`config.mk`:
```
export PLATFORM = sky130hd
export DESIGN_NAME = ext_page_led_control
export DESIGN_NICKNAME = d
export VERILOG_FILES = /design/src/led_page_pkg.sv /design/src/ext_page_led_control.sv
export SDC_FILE = /design/constraint.sdc
export NUM_CORES = 1
export LEC_CHECK = 0
export ABC_AREA = 0
export BUFFER_PORTS_ARGS = -buffer_cell sky130_fd_sc_hd__buf_2
export CAP_MARGIN = 10
export CORE_UTILIZATION = 64
export CTS_CLUSTER_DIAMETER = 40
export CTS_CLUSTER_SIZE = 40
export DETAILED_ROUTE_END_ITERATION = 10
export PLACE_DENSITY = 0.95
export REMOVE_ABC_BUFFERS = 1
export SLEW_MARGIN = 5
export SYNTH_ARGS = -nofsm -noshare
export SYNTH_HDL_FRONTEND = slang
export SYNTH_SLANG_ARGS = --single-unit
```
`constraint.sdc`:
```
create_clock -name i_sys_clk -period 4.7 [get_ports i_sys_clk]
set_input_delay 0.94 -clock i_sys_clk [delete_from_list [all_inputs] [get_ports i_sys_clk]]
set_output_delay 0.94 -clock i_sys_clk [all_outputs]
set_load 0.01 [all_outputs]
```
`src/led_page_pkg.sv`:
```
// constants, field layouts and reset values for the extended page and enhanced indicator block
package led_page_pkg;
	// ****************************************
	// register offsets
	// ****************************************
	localparam logic [4:0] ADDR_PAGE = 5'h1f;
	localparam logic [4:0] ADDR_MODE_SEL = 5'h10;
	localparam logic [4:0] ADDR_BEHAVIOUR = 5'h11;
	localparam logic [4:0] ADDR_SIMPLE_LED = 5'h1b;
	localparam logic [4:0] ADDR_AUX_CTRL = 5'h1c;
	localparam logic [15:0] PAGE_PRIMARY = 16'h0000;
	localparam logic [15:0] PAGE_EXTENDED = 16'h0001;
	// ****************************************
	// field positions and reset values
	// ****************************************
	localparam int BEH_PULSE_BIT = 12;
	localparam int BEH_RATE_LSB = 10;
	localparam int BEH_STRETCH_LSB = 5;
	localparam int BEH_METHOD_BIT = 4;
	localparam int AUX_STICKY_BIT = 1;
	localparam int AUX_FDX_BIT = 5;
	localparam int AUX_SPEED_LSB = 3;
	localparam int SIMPLE_PULSE_BIT = 3;
	localparam logic [15:0] BEH_WR_MASK = 16'h1dff;
	localparam logic [15:0] SIMPLE_WR_MASK = 16'hfcce;
	localparam logic [11:0] MODE_RST_LOW = 12'h21a;
	localparam logic [1:0] RATE_RST = 2'h1;
	localparam logic [3:0] STRETCH_RST = 4'hf;
	localparam logic STICKY_EN_RST = 1'b1;
	// ****************************************
	// mode codes and speed encoding
	// ****************************************
	localparam logic [3:0] MODE_DUPLEX_COL = 4'h8;
	localparam logic [3:0] MODE_COLLISION = 4'h9;
	localparam logic [3:0] MODE_ACTIVITY = 4'ha;
	localparam logic [3:0] MODE_FAULT = 4'hc;
	localparam logic [3:0] MODE_FORCE_OFF = 4'he;
	localparam logic [3:0] MODE_FORCE_ON = 4'hf;
	localparam logic [1:0] SPEED_10 = 2'h0;
	localparam logic [1:0] SPEED_100 = 2'h1;
	localparam logic [1:0] SPEED_1000 = 2'h2;
	// ****************************************
	// timing
	// ****************************************
	localparam int CLK_FREQ_MHZ = 10;
	localparam int TICK_US = 25000;
	localparam int TICK_CYCLES = TICK_US * CLK_FREQ_MHZ;
	localparam logic [4:0] STRETCH_TICKS_SLOW = 5'h10;
	localparam logic [4:0] BLINK_HALF_TICKS_SLOW = 5'h08;
	localparam int PULSE_PERIOD_US = 200;
	localparam int PULSE_ON_US = 40;
	localparam int PULSE_CNT_W = 11;
	localparam logic [PULSE_CNT_W-1:0] PULSE_PERIOD_CYCLES = PULSE_CNT_W'(PULSE_PERIOD_US * CLK_FREQ_MHZ);
	localparam logic [PULSE_CNT_W-1:0] PULSE_ON_CYCLES = PULSE_CNT_W'(PULSE_ON_US * CLK_FREQ_MHZ);
endpackage

```
`src/ext_page_led_control.sv`:
```
// extended page decode, page-select register and enhanced indicator controller
//
// Implementation choice: the address-and-strobe port.
`timescale 1ns/1ns
module ext_page_led_control
	import led_page_pkg::*;
#(
	parameter int P_TICK_CYCLES = TICK_CYCLES
) (
	// clock and resets
	input wire logic i_sys_clk,
	input wire logic i_sys_rst,
	input wire logic i_soft_rst,
	// straps: [7:4] output 3 mode, [3:0] combine disable
	input wire logic [7:0] i_config_strap_inputs,
	// register port
	input wire logic [4:0] i_addr,
	input wire logic [15:0] i_wdata,
	input wire logic i_wr,
	input wire logic i_rd,
	output logic [15:0] o_rdata,
	// link status sources
	input wire logic i_link_up,
	input wire logic [1:0] i_speed,
	input wire logic i_full_duplex,
	input wire logic i_activity,
	input wire logic i_collision,
	input wire logic i_autoneg_fault,
	// indicator pins, high = lit
	output logic o_indicator_out_0,
	output logic o_indicator_out_1,
	output logic o_indicator_out_2,
	output logic o_indicator_out_3
);

	// ****************************************
	// functions
	// ****************************************
	// ticks scale down by a power of two per rate step
	function automatic logic [4:0] rate_ticks(input logic [4:0] slow, input logic [1:0] rate);
		rate_ticks = slow >> rate;
	endfunction

	function automatic logic speed_match(input logic [3:0] mode, input logic [1:0] spd);
		logic s10;
		logic s100;
		logic s1000;
		s10 = (spd == SPEED_10);
		s100 = (spd == SPEED_100);
		s1000 = (spd == SPEED_1000);
		case (mode)
			4'h0: speed_match = 1'b1;
			4'h1: speed_match = s1000;
			4'h2: speed_match = s100;
			4'h3: speed_match = s10;
			4'h4: speed_match = s100 | s1000;
			4'h5: speed_match = s10 | s1000;
			4'h6: speed_match = s10 | s100;
			default: speed_match = 1'b0;
		endcase
	endfunction

	function automatic logic led_level(input logic [3:0] mode, input logic comb_dis, input logic act_show,
			input logic col_show, input logic link, input logic [1:0] spd, input logic fdx, input logic fault);
		logic lnk;
		lnk = link & speed_match(mode, spd);
		if (mode <= 4'h6) begin
			led_level = comb_dis ? lnk : (lnk & ~act_show);
		end else begin
			case (mode)
				MODE_DUPLEX_COL: led_level = comb_dis ? fdx : (fdx | col_show);
				MODE_COLLISION: led_level = col_show;
				MODE_ACTIVITY: led_level = act_show;
				MODE_FAULT: led_level = fault;
				MODE_FORCE_OFF: led_level = 1'b0;
				MODE_FORCE_ON: led_level = 1'b1;
				default: led_level = 1'b0;
			endcase
		end
	endfunction

	// ****************************************
	// registers
	// ****************************************
	logic [15:0] page_r;
	logic [15:0] mode_r;
	logic [15:0] mode_nxt;
	logic [15:0] beh_r;
	logic [15:0] beh_nxt;
	logic [15:0] simple_r;
	logic [15:0] simple_nxt;
	logic sticky_en_r;
	logic [7:0] strap_r;
	logic rst_d_r;
	logic [15:0] rdata_r;
	logic [3:0] led_r;

	// ****************************************
	// address decode
	// ****************************************
	wire ext_sel = (page_r == PAGE_EXTENDED);
	wire upper_addr = (i_addr >= 5'h10) && (i_addr <= 5'h1e);
	wire hit_page = (i_addr == ADDR_PAGE);
	// extended page owns 16-30 while selected
	wire hit_mode = ext_sel && (i_addr == ADDR_MODE_SEL);
	wire hit_beh = ext_sel && (i_addr == ADDR_BEHAVIOUR);
	wire hit_simple = !ext_sel && (i_addr == ADDR_SIMPLE_LED);
	wire hit_aux = !ext_sel && (i_addr == ADDR_AUX_CTRL);
	wire low_addr = !upper_addr && !hit_page;

	// ****************************************
	// strap capture and software reset defaults
	// ****************************************
	// strap load on release
	wire strap_load = rst_d_r && !i_sys_rst;
	wire [7:0] strap_src = strap_load ? i_config_strap_inputs : strap_r;
	// sticky fields revert only when enable clear
	wire load_defaults = strap_load || (i_soft_rst && !sticky_en_r);
	wire [15:0] mode_def = {strap_src[7:4], MODE_RST_LOW};
	wire [15:0] beh_def = {3'h0, 1'b0, RATE_RST, 1'b0, STRETCH_RST, 1'b0, strap_src[3:0]};

	always_comb begin
		mode_nxt = mode_r;
		beh_nxt = beh_r;
		simple_nxt = simple_r;
		if (load_defaults) begin
			mode_nxt = mode_def;
			beh_nxt = beh_def;
			simple_nxt = 16'h0000;
		end else if (i_wr) begin
			if (hit_mode) begin
				mode_nxt = i_wdata;
			end
			if (hit_beh) begin
				beh_nxt = i_wdata & BEH_WR_MASK;
			end
			if (hit_simple) begin
				simple_nxt = i_wdata & SIMPLE_WR_MASK;
			end
		end
	end

	always_ff @(posedge i_sys_clk) begin
		if (i_sys_rst) begin
			rst_d_r <= 1'b1;
			strap_r <= 8'h00;
		end else begin
			rst_d_r <= 1'b0;
			if (strap_load) begin
				strap_r <= i_config_strap_inputs;
			end
		end
	end

	always_ff @(posedge i_sys_clk) begin
		if (i_sys_rst) begin
			mode_r <= {4'h0, MODE_RST_LOW};
			beh_r <= {3'h0, 1'b0, RATE_RST, 1'b0, STRETCH_RST, 1'b0, 4'h0};
			simple_r <= 16'h0000;
		end else begin
			mode_r <= mode_nxt;
			beh_r <= beh_nxt;
			simple_r <= simple_nxt;
		end
	end

	// page and sticky enable survive a software reset
	always_ff @(posedge i_sys_clk) begin
		if (i_sys_rst) begin
			page_r <= PAGE_PRIMARY;
			sticky_en_r <= STICKY_EN_RST;
		end else if (i_wr) begin
			if (hit_page) begin
				page_r <= i_wdata;
			end
			if (hit_aux) begin
				sticky_en_r <= i_wdata[AUX_STICKY_BIT];
			end
		end
	end

	// ****************************************
	// read path
	// ****************************************
	wire [15:0] aux_rd = 16'(({15'h0, sticky_en_r} << AUX_STICKY_BIT)
		| ({15'h0, i_full_duplex} << AUX_FDX_BIT) | ({14'h0, i_speed} << AUX_SPEED_LSB));
	wire [15:0] rd_mux = hit_page ? page_r :
		hit_mode ? mode_r :
		hit_beh ? beh_r :
		hit_simple ? simple_r :
		hit_aux ? aux_rd : 16'h0000;

	// data only in the cycle after the strobe; lower block and unheld addresses read zero
	always_ff @(posedge i_sys_clk) begin
		if (i_sys_rst) begin
			rdata_r <= 16'h0000;
		end else begin
			rdata_r <= (i_rd && !low_addr) ? rd_mux : 16'h0000;
		end
	end
	assign o_rdata = rdata_r;

	// ****************************************
	// timebase
	// ****************************************
	logic [31:0] tick_cnt_r;
	logic [PULSE_CNT_W-1:0] pulse_cnt_r;
	wire tick = (tick_cnt_r == 32'(P_TICK_CYCLES - 1));

	always_ff @(posedge i_sys_clk) begin
		if (i_sys_rst || tick) begin
			tick_cnt_r <= 32'h0;
		end else begin
			tick_cnt_r <= tick_cnt_r + 32'h1;
		end
	end

	// 5 kHz carrier at 20% duty
	always_ff @(posedge i_sys_clk) begin
		if (i_sys_rst || (pulse_cnt_r == PULSE_PERIOD_CYCLES - PULSE_CNT_W'(1))) begin
			pulse_cnt_r <= '0;
		end else begin
			pulse_cnt_r <= pulse_cnt_r + PULSE_CNT_W'(1);
		end
	end
	wire pulse_on = (pulse_cnt_r < PULSE_ON_CYCLES);

	// ****************************************
	// stretch and blink
	// ****************************************
	wire [1:0] rate = beh_r[BEH_RATE_LSB +: 2];
	wire [4:0] stretch_len = rate_ticks(STRETCH_TICKS_SLOW, rate);
	wire [4:0] blink_half = rate_ticks(BLINK_HALF_TICKS_SLOW, rate);
	logic [4:0] act_cnt_r;
	logic [4:0] col_cnt_r;
	logic [4:0] blink_cnt_r;
	logic blink_phase_r;

	// stretch ends up to one tick early, as the first tick is not aligned to the event
	always_ff @(posedge i_sys_clk) begin
		if (i_sys_rst) begin
			act_cnt_r <= 5'h0;
			col_cnt_r <= 5'h0;
		end else begin
			if (i_activity) begin
				act_cnt_r <= stretch_len;
			end else if (tick && act_cnt_r != 5'h0) begin
				act_cnt_r <= act_cnt_r - 5'h1;
			end
			if (i_collision) begin
				col_cnt_r <= stretch_len;
			end else if (tick && col_cnt_r != 5'h0) begin
				col_cnt_r <= col_cnt_r - 5'h1;
			end
		end
	end

	always_ff @(posedge i_sys_clk) begin
		if (i_sys_rst) begin
			blink_cnt_r <= 5'h0;
			blink_phase_r <= 1'b0;
		end else if (tick) begin
			if (blink_cnt_r >= blink_half - 5'h1) begin
				blink_cnt_r <= 5'h0;
				blink_phase_r <= !blink_phase_r;
			end else begin
				blink_cnt_r <= blink_cnt_r + 5'h1;
			end
		end
	end

	wire act_str = (act_cnt_r != 5'h0);
	wire col_str = (col_cnt_r != 5'h0);

	// ****************************************
	// indicator selection
	// ****************************************
	logic [3:0] enh_on;
	logic [3:0] simple_on;
	genvar g;
	generate
		for (g = 0; g < 4; g++) begin : gen_led
			wire sel_stretch = beh_r[BEH_STRETCH_LSB + g];
			wire act_show = sel_stretch ? act_str : (act_str & blink_phase_r);
			wire col_show = sel_stretch ? col_str : (col_str & blink_phase_r);
			assign enh_on[g] = led_level(mode_r[4*g +: 4], beh_r[g], act_show, col_show,
				i_link_up, i_speed, i_full_duplex, i_autoneg_fault);
		end
	endgenerate

	// simple method: fixed sources with force-on and disable pairs
	wire [3:0] simple_src = {i_link_up && i_speed == SPEED_10, i_link_up && i_speed == SPEED_100,
		i_link_up && i_speed == SPEED_1000, act_str};
	wire [3:0] simple_force = {simple_r[15], simple_r[13], simple_r[11], simple_r[7]};
	wire [3:0] simple_dis = {simple_r[14], simple_r[12], simple_r[10], simple_r[6]};
	assign simple_on = simple_force | (simple_src & ~simple_dis);

	wire method_enh = beh_r[BEH_METHOD_BIT];
	wire [3:0] sel_on = method_enh ? enh_on : simple_on;
	wire pulse_en = method_enh ? beh_r[BEH_PULSE_BIT] : simple_r[SIMPLE_PULSE_BIT];
	wire [3:0] led_nxt = sel_on & {4{!pulse_en || pulse_on}};

	always_ff @(posedge i_sys_clk) begin
		if (i_sys_rst) begin
			led_r <= 4'h0;
		end else begin
			led_r <= led_nxt;
		end
	end

	assign o_indicator_out_0 = led_r[0];
	assign o_indicator_out_1 = led_r[1];
	assign o_indicator_out_2 = led_r[2];
	assign o_indicator_out_3 = led_r[3];

endmodule // ext_page_led_control

```
# Word level (Yosys, flattened, before mapping)
# Cells that the tools add are included.
op_classes:
  add_sub_neg: 6
  mul: 0
  div_mod_pow: 0
  magnitude_cmp: 8
  n_eq_ne: 54
  shifts: 2
  n_mux: 48
  n_bitwise: 28
  reduce_logical: 48
ops:
  columns: ["op", "n"]
  rows:
  - ["2-to-1 mux 16 bit", 7]
  - ["equality test 4 bit, second input constant", 20]
  - ["equality test 4 x 3 -> 1 bit, second input constant", 12]
  - ["adder 32 x 1 -> 32 bit, second input constant", 1]
  - ["equality test 32 x 18 -> 1 bit, second input constant", 1]
  - ["equality test 4 x 2 -> 1 bit, second input constant", 8]
  - ["case mux 1 bit (7 select lines)", 4]
  - ["equality test 5 bit, second input constant", 5]
  - ["2-to-1 mux 5 bit", 5]
  - ["2-to-1 mux 1 bit", 22]
  - ["case mux 1 bit (5 select lines)", 4]
  - ["equality test 16 x 1 -> 1 bit, second input constant", 1]
  - ["equality test 4 x 1 -> 1 bit, second input constant", 4]
  - ["<= comparator 4 x 3 -> 1 bit, second input constant", 4]
  - ["logical NOT 4 bit", 4]
  - ["2-to-1 mux 4 bit", 4]
  - ["AND reduction 2 bit", 8]
  - ["subtractor 5 x 1 -> 5 bit, second input constant", 3]
  - ["logical AND 1 bit", 14]
  - ["adder 11 x 1 -> 11 bit, second input constant", 1]
  - ["equality test 11 bit, second input constant", 1]
  - ["less-than comparator 11 x 9 -> 1 bit, second input constant", 1]
  - ["bitwise AND 1 bit", 10]
  - ["nonzero test 2 bit", 5]
  - ["other kinds (22)", 45]
word_totals:
  reg_bits: 144
  latchBits: 0
  ram_bits: 0
  rom_bits: 0
  inputBits: 41
  output_inout_bits: 20
  elab_cells: 211
  memories: 0

# Longest topological paths before layout
# Gate-level depths: netlist of run 1.
logic_depth:
  depth_word: 9
  depth_mapped: 8
  mapped_depth_nobuf: 8

# Worst setup path after synthesis of run 1
# Ideal clock, no wire load.
synth_timing:
  kind: "input -> register"
  start: "input i_addr[1]"
  end: "register mode_r[1]"
  setup_time_ns: 0.143
  t_arrival_ns: 2.530
  required_time_ns: 4.557
  setup_slack_ns: 2.027
  path_stages: 6
  path_buffers: 2
  cell_sequence: "or4b_2 > or4_1 > clkbuf_1 > clkbuf_1 > nand2_1 > nand3_1"
synth_between:
  elab_chain_len: 3
synth_lines:
  columns: ["element", "line_no", "source"]
  rows:
  - ["start: declaration", "ext_page_led_control.sv:17", "input wire logic [4:0] i_addr,"]
  - ["equality test 5 bit", "ext_page_led_control.sv:105", "wire hit_mode = ext_sel && (i_addr == ADDR_MODE_SEL);"]
  - ["logical AND 1 bit", "ext_page_led_control.sv:105", null]
  - ["AND reduction 2 bit (no line)", null, null]
  - ["end signal: assignment", "ext_page_led_control.sv:157", "mode_r <= {4'h0, MODE_RST_LOW};"]
  - ["end signal: assignment", "ext_page_led_control.sv:161", "mode_r <= mode_nxt;"]
  - ["end: declaration", "ext_page_led_control.sv:86", "logic [15:0] mode_r;"]
# Every way passes these cells.
# A chain may end at the register's enable or synchronous reset.

# Worst setup path after layout of run 1
layout_timing:
  start: "register tick_cnt_r[7]"
  end: "register tick_cnt_r[15]"
layout_between:
  elab_chain_len: 2
  elab_cells_between_ends: 3
  classes_between: "add/sub (1); eq/ne (1); reduce/logical (1)"
layout_lines:
  columns: ["element", "line_no", "source"]
  rows:
  - ["start: declaration", "ext_page_led_control.sv:206", "logic [31:0] tick_cnt_r;"]
  - ["start signal: assignment", "ext_page_led_control.sv:214", "tick_cnt_r <= tick_cnt_r + 32'h1;"]
  - ["parallel branches: the longest is 2 deep, another holds adder 32 x 1 -> 32 bit", null, null]
# Several ways; the timed one is not identified.

==> metrics, run 1 <==
run status complete, no violations; type of the setup path with the least slack reg -> reg; total congestion overflow 0; met2 track demand over resource 0.5501; die outline area 11,350 µm²; via count of the routed design 6,686; depth of the most critical reg-to-reg path 5; GR peak layer met2; final count of pins violating max slew 0; xor-xnor portion of the synthesized cell area 0.05133; fraction of layout instances using a drive strength above 1 0.1302; combinational family with the most area after synthesis simple AND/OR/NAND/NOR gates; root buffer cell clkbuf_8; WHS Endpoint simple_r[2]; M1 GR Usage 0.4030; Post-Route Hold Slack 0.4593 ns; required time worst endpoint 5.08 ns; startpoint of the most critical register-to-register path tick_cnt_r[7]; global placer's final weighted congestion 0.9288; post-detail-place hpwl 12,240 µm; # resized after CTS 0; Hold Crit Depth 2; cell leakage power 2.942 nW; final worst setup slack 1.845 ns; number of distinct library cells after synthesis 66; CTS tree built; launch point of the critical path tick_cnt_r[7]; clock slew seen by the registers of the worst setup and hold paths 0.07 ns; final sum of negative setup slack 0 ns; global routing usage summed across all routing layers 0.3353; arrival time of the worst setup path 3.23 ns; highest clock rate 350.3 MHz; power per cell area 347.3 nW/µm²; largest net degree at the start of global routing 61; number of hold violations in the final report 0; setup slack after placement 1.607 ns; Die W 106.6 µm; Synth top area share 0.4121; post-route clock period utilization 0.6074; number of placement rows 37; Final Setup Violations 0; number of antenna violations at the first check in global routing 0; antenna viol nets, final 0; number of warnings reported in the yosys synthesis log 0; sequential-to-total area share from yosys stat 0.4121; RSZ-0062 raised after global routing false; number of buffers added for setup after CTS 0; worst clock skew 0.01365 ns; IO buf count 60; Worst slew margin 0.2479; Synth Area in Simple Gates 0.2763; Min Clock Period, post-route 2.855 ns; Synth-to-Final Area Change 12.38%; Worst-Skew Late Latency 0.55 ns; core box area 10,460 µm²; most frequent cell after synthesis dfxtp_1; CP Cell Sequence nor4b_4, nand4_4, or4_1, or2b_1, nor2_1; count of fill cells added during filler insertion 754; Via-to-Cell Ratio 6.510; total standard cell area after synthesis 6995 µm²; number of diodes added for antenna fixing 0; crit start category register; Slowest cell on crit path or2b_1; vias in the first global route 6,206; H-tree depth reported by CTS 4; post-synthesis adder-cell area fraction 0.02504; Post-Synthesis Mean Instance Area 8.288 µm²; top cells by count, synth 144 x dfxtp_1, 123 x nand2_1, 86 x nor2_1, 60 x a21oi_1, 57 x nand3_1; Die Height 106.6 µm; average wire per cell in the routed design 18.03 µm; area of all placed cells without fillers 7861 µm²; Worst VDD drop 0.4226 mV; cell taking the most area after synthesis dfxtp_1; Cells after DPL 995; FF-to-FF End tick_cnt_r[15]; internal reg-to-reg setup slack 1.85 ns; Syn Inst Count 844; critical path capture point type register; number of nets in the final layout 933; number of CTS-inserted buffers 17; highest net fanout along the worst path 32; CTS Hold Buffers Added 0; wire length of the first global-routing pass 29,880 µm; clock tree sinks 144; Pre-antenna DRT Iters 6; number of synthesized register bits 144; async set or reset register ratio after synthesis 0; ports placed on the boundary 61; largest cells by area after synthesis dfxtp_1 41%, nand2_1 6.6%, nor2_1 4.6%; worst min path class reg -> reg; Initial Util 0.6686; complex-gate fraction of the synthesized area 0.1536; biggest cell delay along the critical path 0.89 ns; number of synthesized flops with an enable pin 0; DRC violation count after routing 0; Worst Min Path Start simple_r[2]; mux contribution to synthesized area 0.03774; wirelength, routed 18,520 µm; Max-cap violations 0; most used flip-flop cell after synthesis dfxtp_1; worst-margin pin slew 1.125 ns; drt first-iter violations 841; met3 Track Usage GR 0.07848; non-filler instance count after layout 1,027; placed instance area 7301 µm²; Clock Tree Buf Depth 2
worst max-delay path by stage:
| stage | end | slack [ns] | depth (start not counted) |
|---|---|---|---|
| 6_report | tick_cnt_r[15] | 1.85 | 5 |
| 5_1_grt | tick_cnt_r[11] | 1.68 | 5 |
| 4_1_cts | tick_cnt_r[11] | 1.83 | 5 |
| 3_5_place_dp | mode_r[12] | 1.61 | 5 |
| 3_3_place_gp | mode_r[7] | 1.68 | 5 |
| 2_1_floorplan | page_r[0] | 1.76 | 5 |
cell usage in the layout (no fill, tap or decap), types with 18 or more instances in the layout:
cell and n:
dfxtp_1 144, xor2_1 20, nor3_1 27, nand3_1 57, nand2_1 123, buf_2 60
a21oi_1 60, a31oi_1 18, nor2_1 85, inv_1 25, mux2i_1 23, xnor2_1 21
layer usage:
layer / wire [µm] / up-vias
li1: - / 3084
met1: 7111 / 3104
met2: 8654 / 404
met3: 1783 / 94
met4: 970 / 0
met5: 0 / -
report_power, final:
| group | switching, mW | internal (mW) | total (mW) |
|---|---|---|---|
| Clock | 0.599 | 0.691 | 1.29 |
| Sequential | 0.0205 | 1.24 | 1.26 |
| Combinational | 0.117 | 0.0634 | 0.180 |
| Total | 0.736 | 1.99 | 2.73 |
state kept, by name (all words and copies together), names as in the netlist, 8 cells and up:
register / flops
tick_cnt_r: 32
mode_r: 16
o_rdata: 16
page_r: 16
beh_r: 12
pulse_cnt_r: 11
simple_r: 11
strap_r: 8
logic make-up after synthesis:
| group | Yosys count |
|---|---|
| xor gates and xnor gates | 41 |
| muxes | 26 |
| DFF | 144 |
| and+or+nand+nor | 381 |
| buffers and inverters | 76 |
| AOI/OAI and AO/OA | 162 |
| adders and majority gates | 14 |
worst max-delay path, delay by kind of cell, from the launching register on:
family	cells	cell delay, ns
DFF	1	0.45
and+or+nand+nor	5	2.23
metrics by stage:
stage	total power, mW	util
final	2.730	0.7514
after global routing	2.801	0.7514
after CTS	2.728	0.7514
after detailed placement	1.457	0.6978
after global placement	1.453	0.6978
after floorplan	1.377	-
final cells by class:
cell class	instances	area [µm²]	area share
clock buffers	18	427.9	0.05443
clock inverters	14	132.6	0.01687
inverters	25	93.84	0.01194
multi-input cells	624	3809	0.4845
flip-flops and latches	144	2883	0.3667
well taps	136	170.2	0.02165
repair buffers	66	345.3	0.04393
No activity file was read; power rests on OpenSTA's default activity.
==> run 2: changes to the inputs <==
Settings changed: CORE_UTILIZATION 64 to 54, PLACE_DENSITY 0.95 to 0.87.
Clock period 4.7 ns to 2.49 ns, I/O delays scaled along.
==> run 2 against run 1 <==
  * Flip-flop and latch count unchanged
  * Combinational power up 100%
  * Clock skew down 0.0011 ns
  * Routed wire length up 2.8%
  * Highest routed layer is now met5
==> metrics, run 2 (synthesis results as in run 1) <==
Initial Util 0.5543 (was 0.6686); number of hold violations in the final report 0 (unchanged); Worst VDD drop 0.5360 mV (was 0.4226 mV); Final Setup Violations 0 (unchanged); highest clock rate 435.0 MHz (was 350.3 MHz); wire length of the first global-routing pass 30,440 µm (was 29,880 µm); Pre-antenna DRT Iters 7 (was 6); average wire per cell in the routed design 17.51 µm (was 18.03 µm); post-route clock period utilization 0.9231 (was 0.6074); Post-Route Hold Slack 0.2758 ns (was 0.4593 ns); combinational group share of total power 0.068 (was 0.066); post-detail-place hpwl 12,810 µm (was 12,240 µm); Via-to-Cell Ratio 6.135 (was 6.510); amount of wire on met3 after detailed routing 1638 µm (was 1783 µm); final worst setup slack 0.1914 ns (was 1.845 ns); Largest Register tick_cnt_r (unchanged); total congestion overflow 0 (unchanged); via count of the routed design 6,669 (was 6,686); core box area 12,620 µm² (was 10,460 µm²); vias in the first global route 6,353 (was 6,206); critical path capture point type register (unchanged); clock slew seen by the registers of the worst setup and hold paths 0.06 ns (was 0.07 ns); final sum of negative setup slack 0 ns (unchanged); sequential cell fraction of total power 0.450 (was 0.462); Die W 115.8 µm (was 106.6 µm); final count of pins violating max slew 0 (unchanged); number of flip-flops in the largest register 32 (unchanged); worst clock skew 0.01253 ns (was 0.01365 ns); total design power 5.294 mW (was 2.730 mW); Cells after DPL 1,056 (was 995); ports placed on the boundary 61 (unchanged); DRC violation count after routing 0 (unchanged); global routing usage summed across all routing layers 0.2952 (was 0.3353); global placer's final weighted congestion 0.8805 (was 0.9288); number of buffers added for setup after CTS 0 (unchanged); post-route met1 wirelength 7351 µm (was 7111 µm); H-tree depth reported by CTS 4 (unchanged); # resized after CTS 0 (unchanged); type of the setup path with the least slack reg -> reg (unchanged); arrival time of the worst setup path 2.56 ns (was 3.23 ns); commonest cells after routing, fill and taps aside 144 x dfxtp_1, 123 x nand2_1, 85 x nor2_1, 60 x a21oi_1, 60 x buf_2 (unchanged); non-filler instance count after layout 1,087 (was 1,027); crit start category register (unchanged); post-layout util 0.6453 (was 0.7514); number of diodes added for antenna fixing 0 (unchanged); cell leakage power 3.073 nW (was 2.942 nW); fraction of layout instances using a drive strength above 1 0.1541 (was 0.1302); number of CTS-inserted buffers 17 (unchanged); highest net fanout along the worst path 12 (was 32); met2 WL post-DR 9100 µm (was 8654 µm); setup slack after placement 0.1464 ns (was 1.607 ns); Min Clock Period, post-route 2.299 ns (was 2.855 ns); Max-cap violations 0 (unchanged); switching power share of the total 0.2458 (was 0.2697); wirelength, routed 19,030 µm (was 18,520 µm); placed instance area 7546 µm² (was 7301 µm²); top layer used by detailed routing met5 (was met4); Die Height 115.8 µm (was 106.6 µm); Clock Tree Buf Depth 2 (unchanged); number of nets in the final layout 958 (was 933); internal power 3.993 mW (was 1.994 mW); IO buf count 60 (unchanged); drt first-iter violations 861 (was 841); commonest non-fill, non-tap cell in the layout dfxtp_1 (unchanged); area of all placed cells without fillers 8143 µm² (was 7861 µm²); CTS Hold Buffers Added 0 (unchanged); power dissipated by switching net loads 1.301 mW (was 0.7363 mW); die outline area 13,410 µm² (was 11,350 µm²); worst min path class in -> reg (was reg -> reg); root buffer cell clkbuf_16 (was clkbuf_8); RSZ-0062 raised after global routing false (unchanged); worst-margin pin slew 0.9421 ns (was 1.125 ns); antenna viol nets, final 0 (unchanged); CTS tree built (unchanged); required time worst endpoint 2.75 ns (was 5.08 ns); Synth-to-Final Area Change 16.40% (was 12.38%); number of placement rows 41 (was 37); power per cell area 650.2 nW/µm² (was 347.3 nW/µm²); largest net degree at the start of global routing 39 (was 61); clock tree sinks 144 (unchanged); run status complete, no violations (unchanged); Worst-Skew Late Latency 0.43 ns (was 0.55 ns); Worst slew margin 0.3653 (was 0.2479); Clk network pwr share 0.482 (was 0.472); number of antenna violations at the first check in global routing 1 (was 0)
==> run 2: final timing paths <==
kind                 startpoint             to  slack (ns)  cells after the start
setup / recovery     page_r[11]       beh_r[8]        0.19                      5
hold / removal        i_sys_rst        rst_d_r        0.28                      1
setup reg to reg     page_r[11]       beh_r[8]        0.19                      5
hold reg to reg   tick_cnt_r[0]  tick_cnt_r[0]        0.46                      1
==> run 2: power groups by stage <==
| stage | clock [mW] | sequential [mW] | combinational, mW |
|---|---|---|---|
| after floorplan | 0 | 2.42 | 0.180 |
| after global placement | 0 | 2.43 | 0.341 |
| after detailed placement | 0 | 2.43 | 0.347 |
| after CTS | 2.57 | 2.38 | 0.354 |
| after global routing | 2.66 | 2.38 | 0.392 |
| final | 2.55 | 2.38 | 0.361 |
==> run 2: cell type report <==
| type | count | area (µm²) |
|---|---|---|
| Inverter | 25 | 93.84 |
| Multi-Input combinational cell | 624 | 3815 |
| Sequential cell | 144 | 2883 |
| Timing Repair Buffer | 91 | 545.5 |
| Fill cell | 1051 | 4477 |
| Clock buffer | 18 | 439.2 |
| Clock inverter | 13 | 151.4 |
| Tap cell | 172 | 215.2 |
==> run 2: worst max-delay path, cell delays in order (launching register included) <==
cell and delay (ns):
dfxtp_1 0.34, nor4_1 0.46, nand4_1 0.37, or3_1 0.69, nand2_1 0.17, nand3_1 0.09
==> run 2: layer usage <==
| metal | vias to the layer above | track usage |
|---|---|---|
| li1 | 3127 | - |
| met1 | 3104 | 0.3464 |
| met2 | 350 | 0.4829 |
| met3 | 86 | 0.07322 |
| met4 | 2 | 0.1889 |
| met5 | - | 0 |
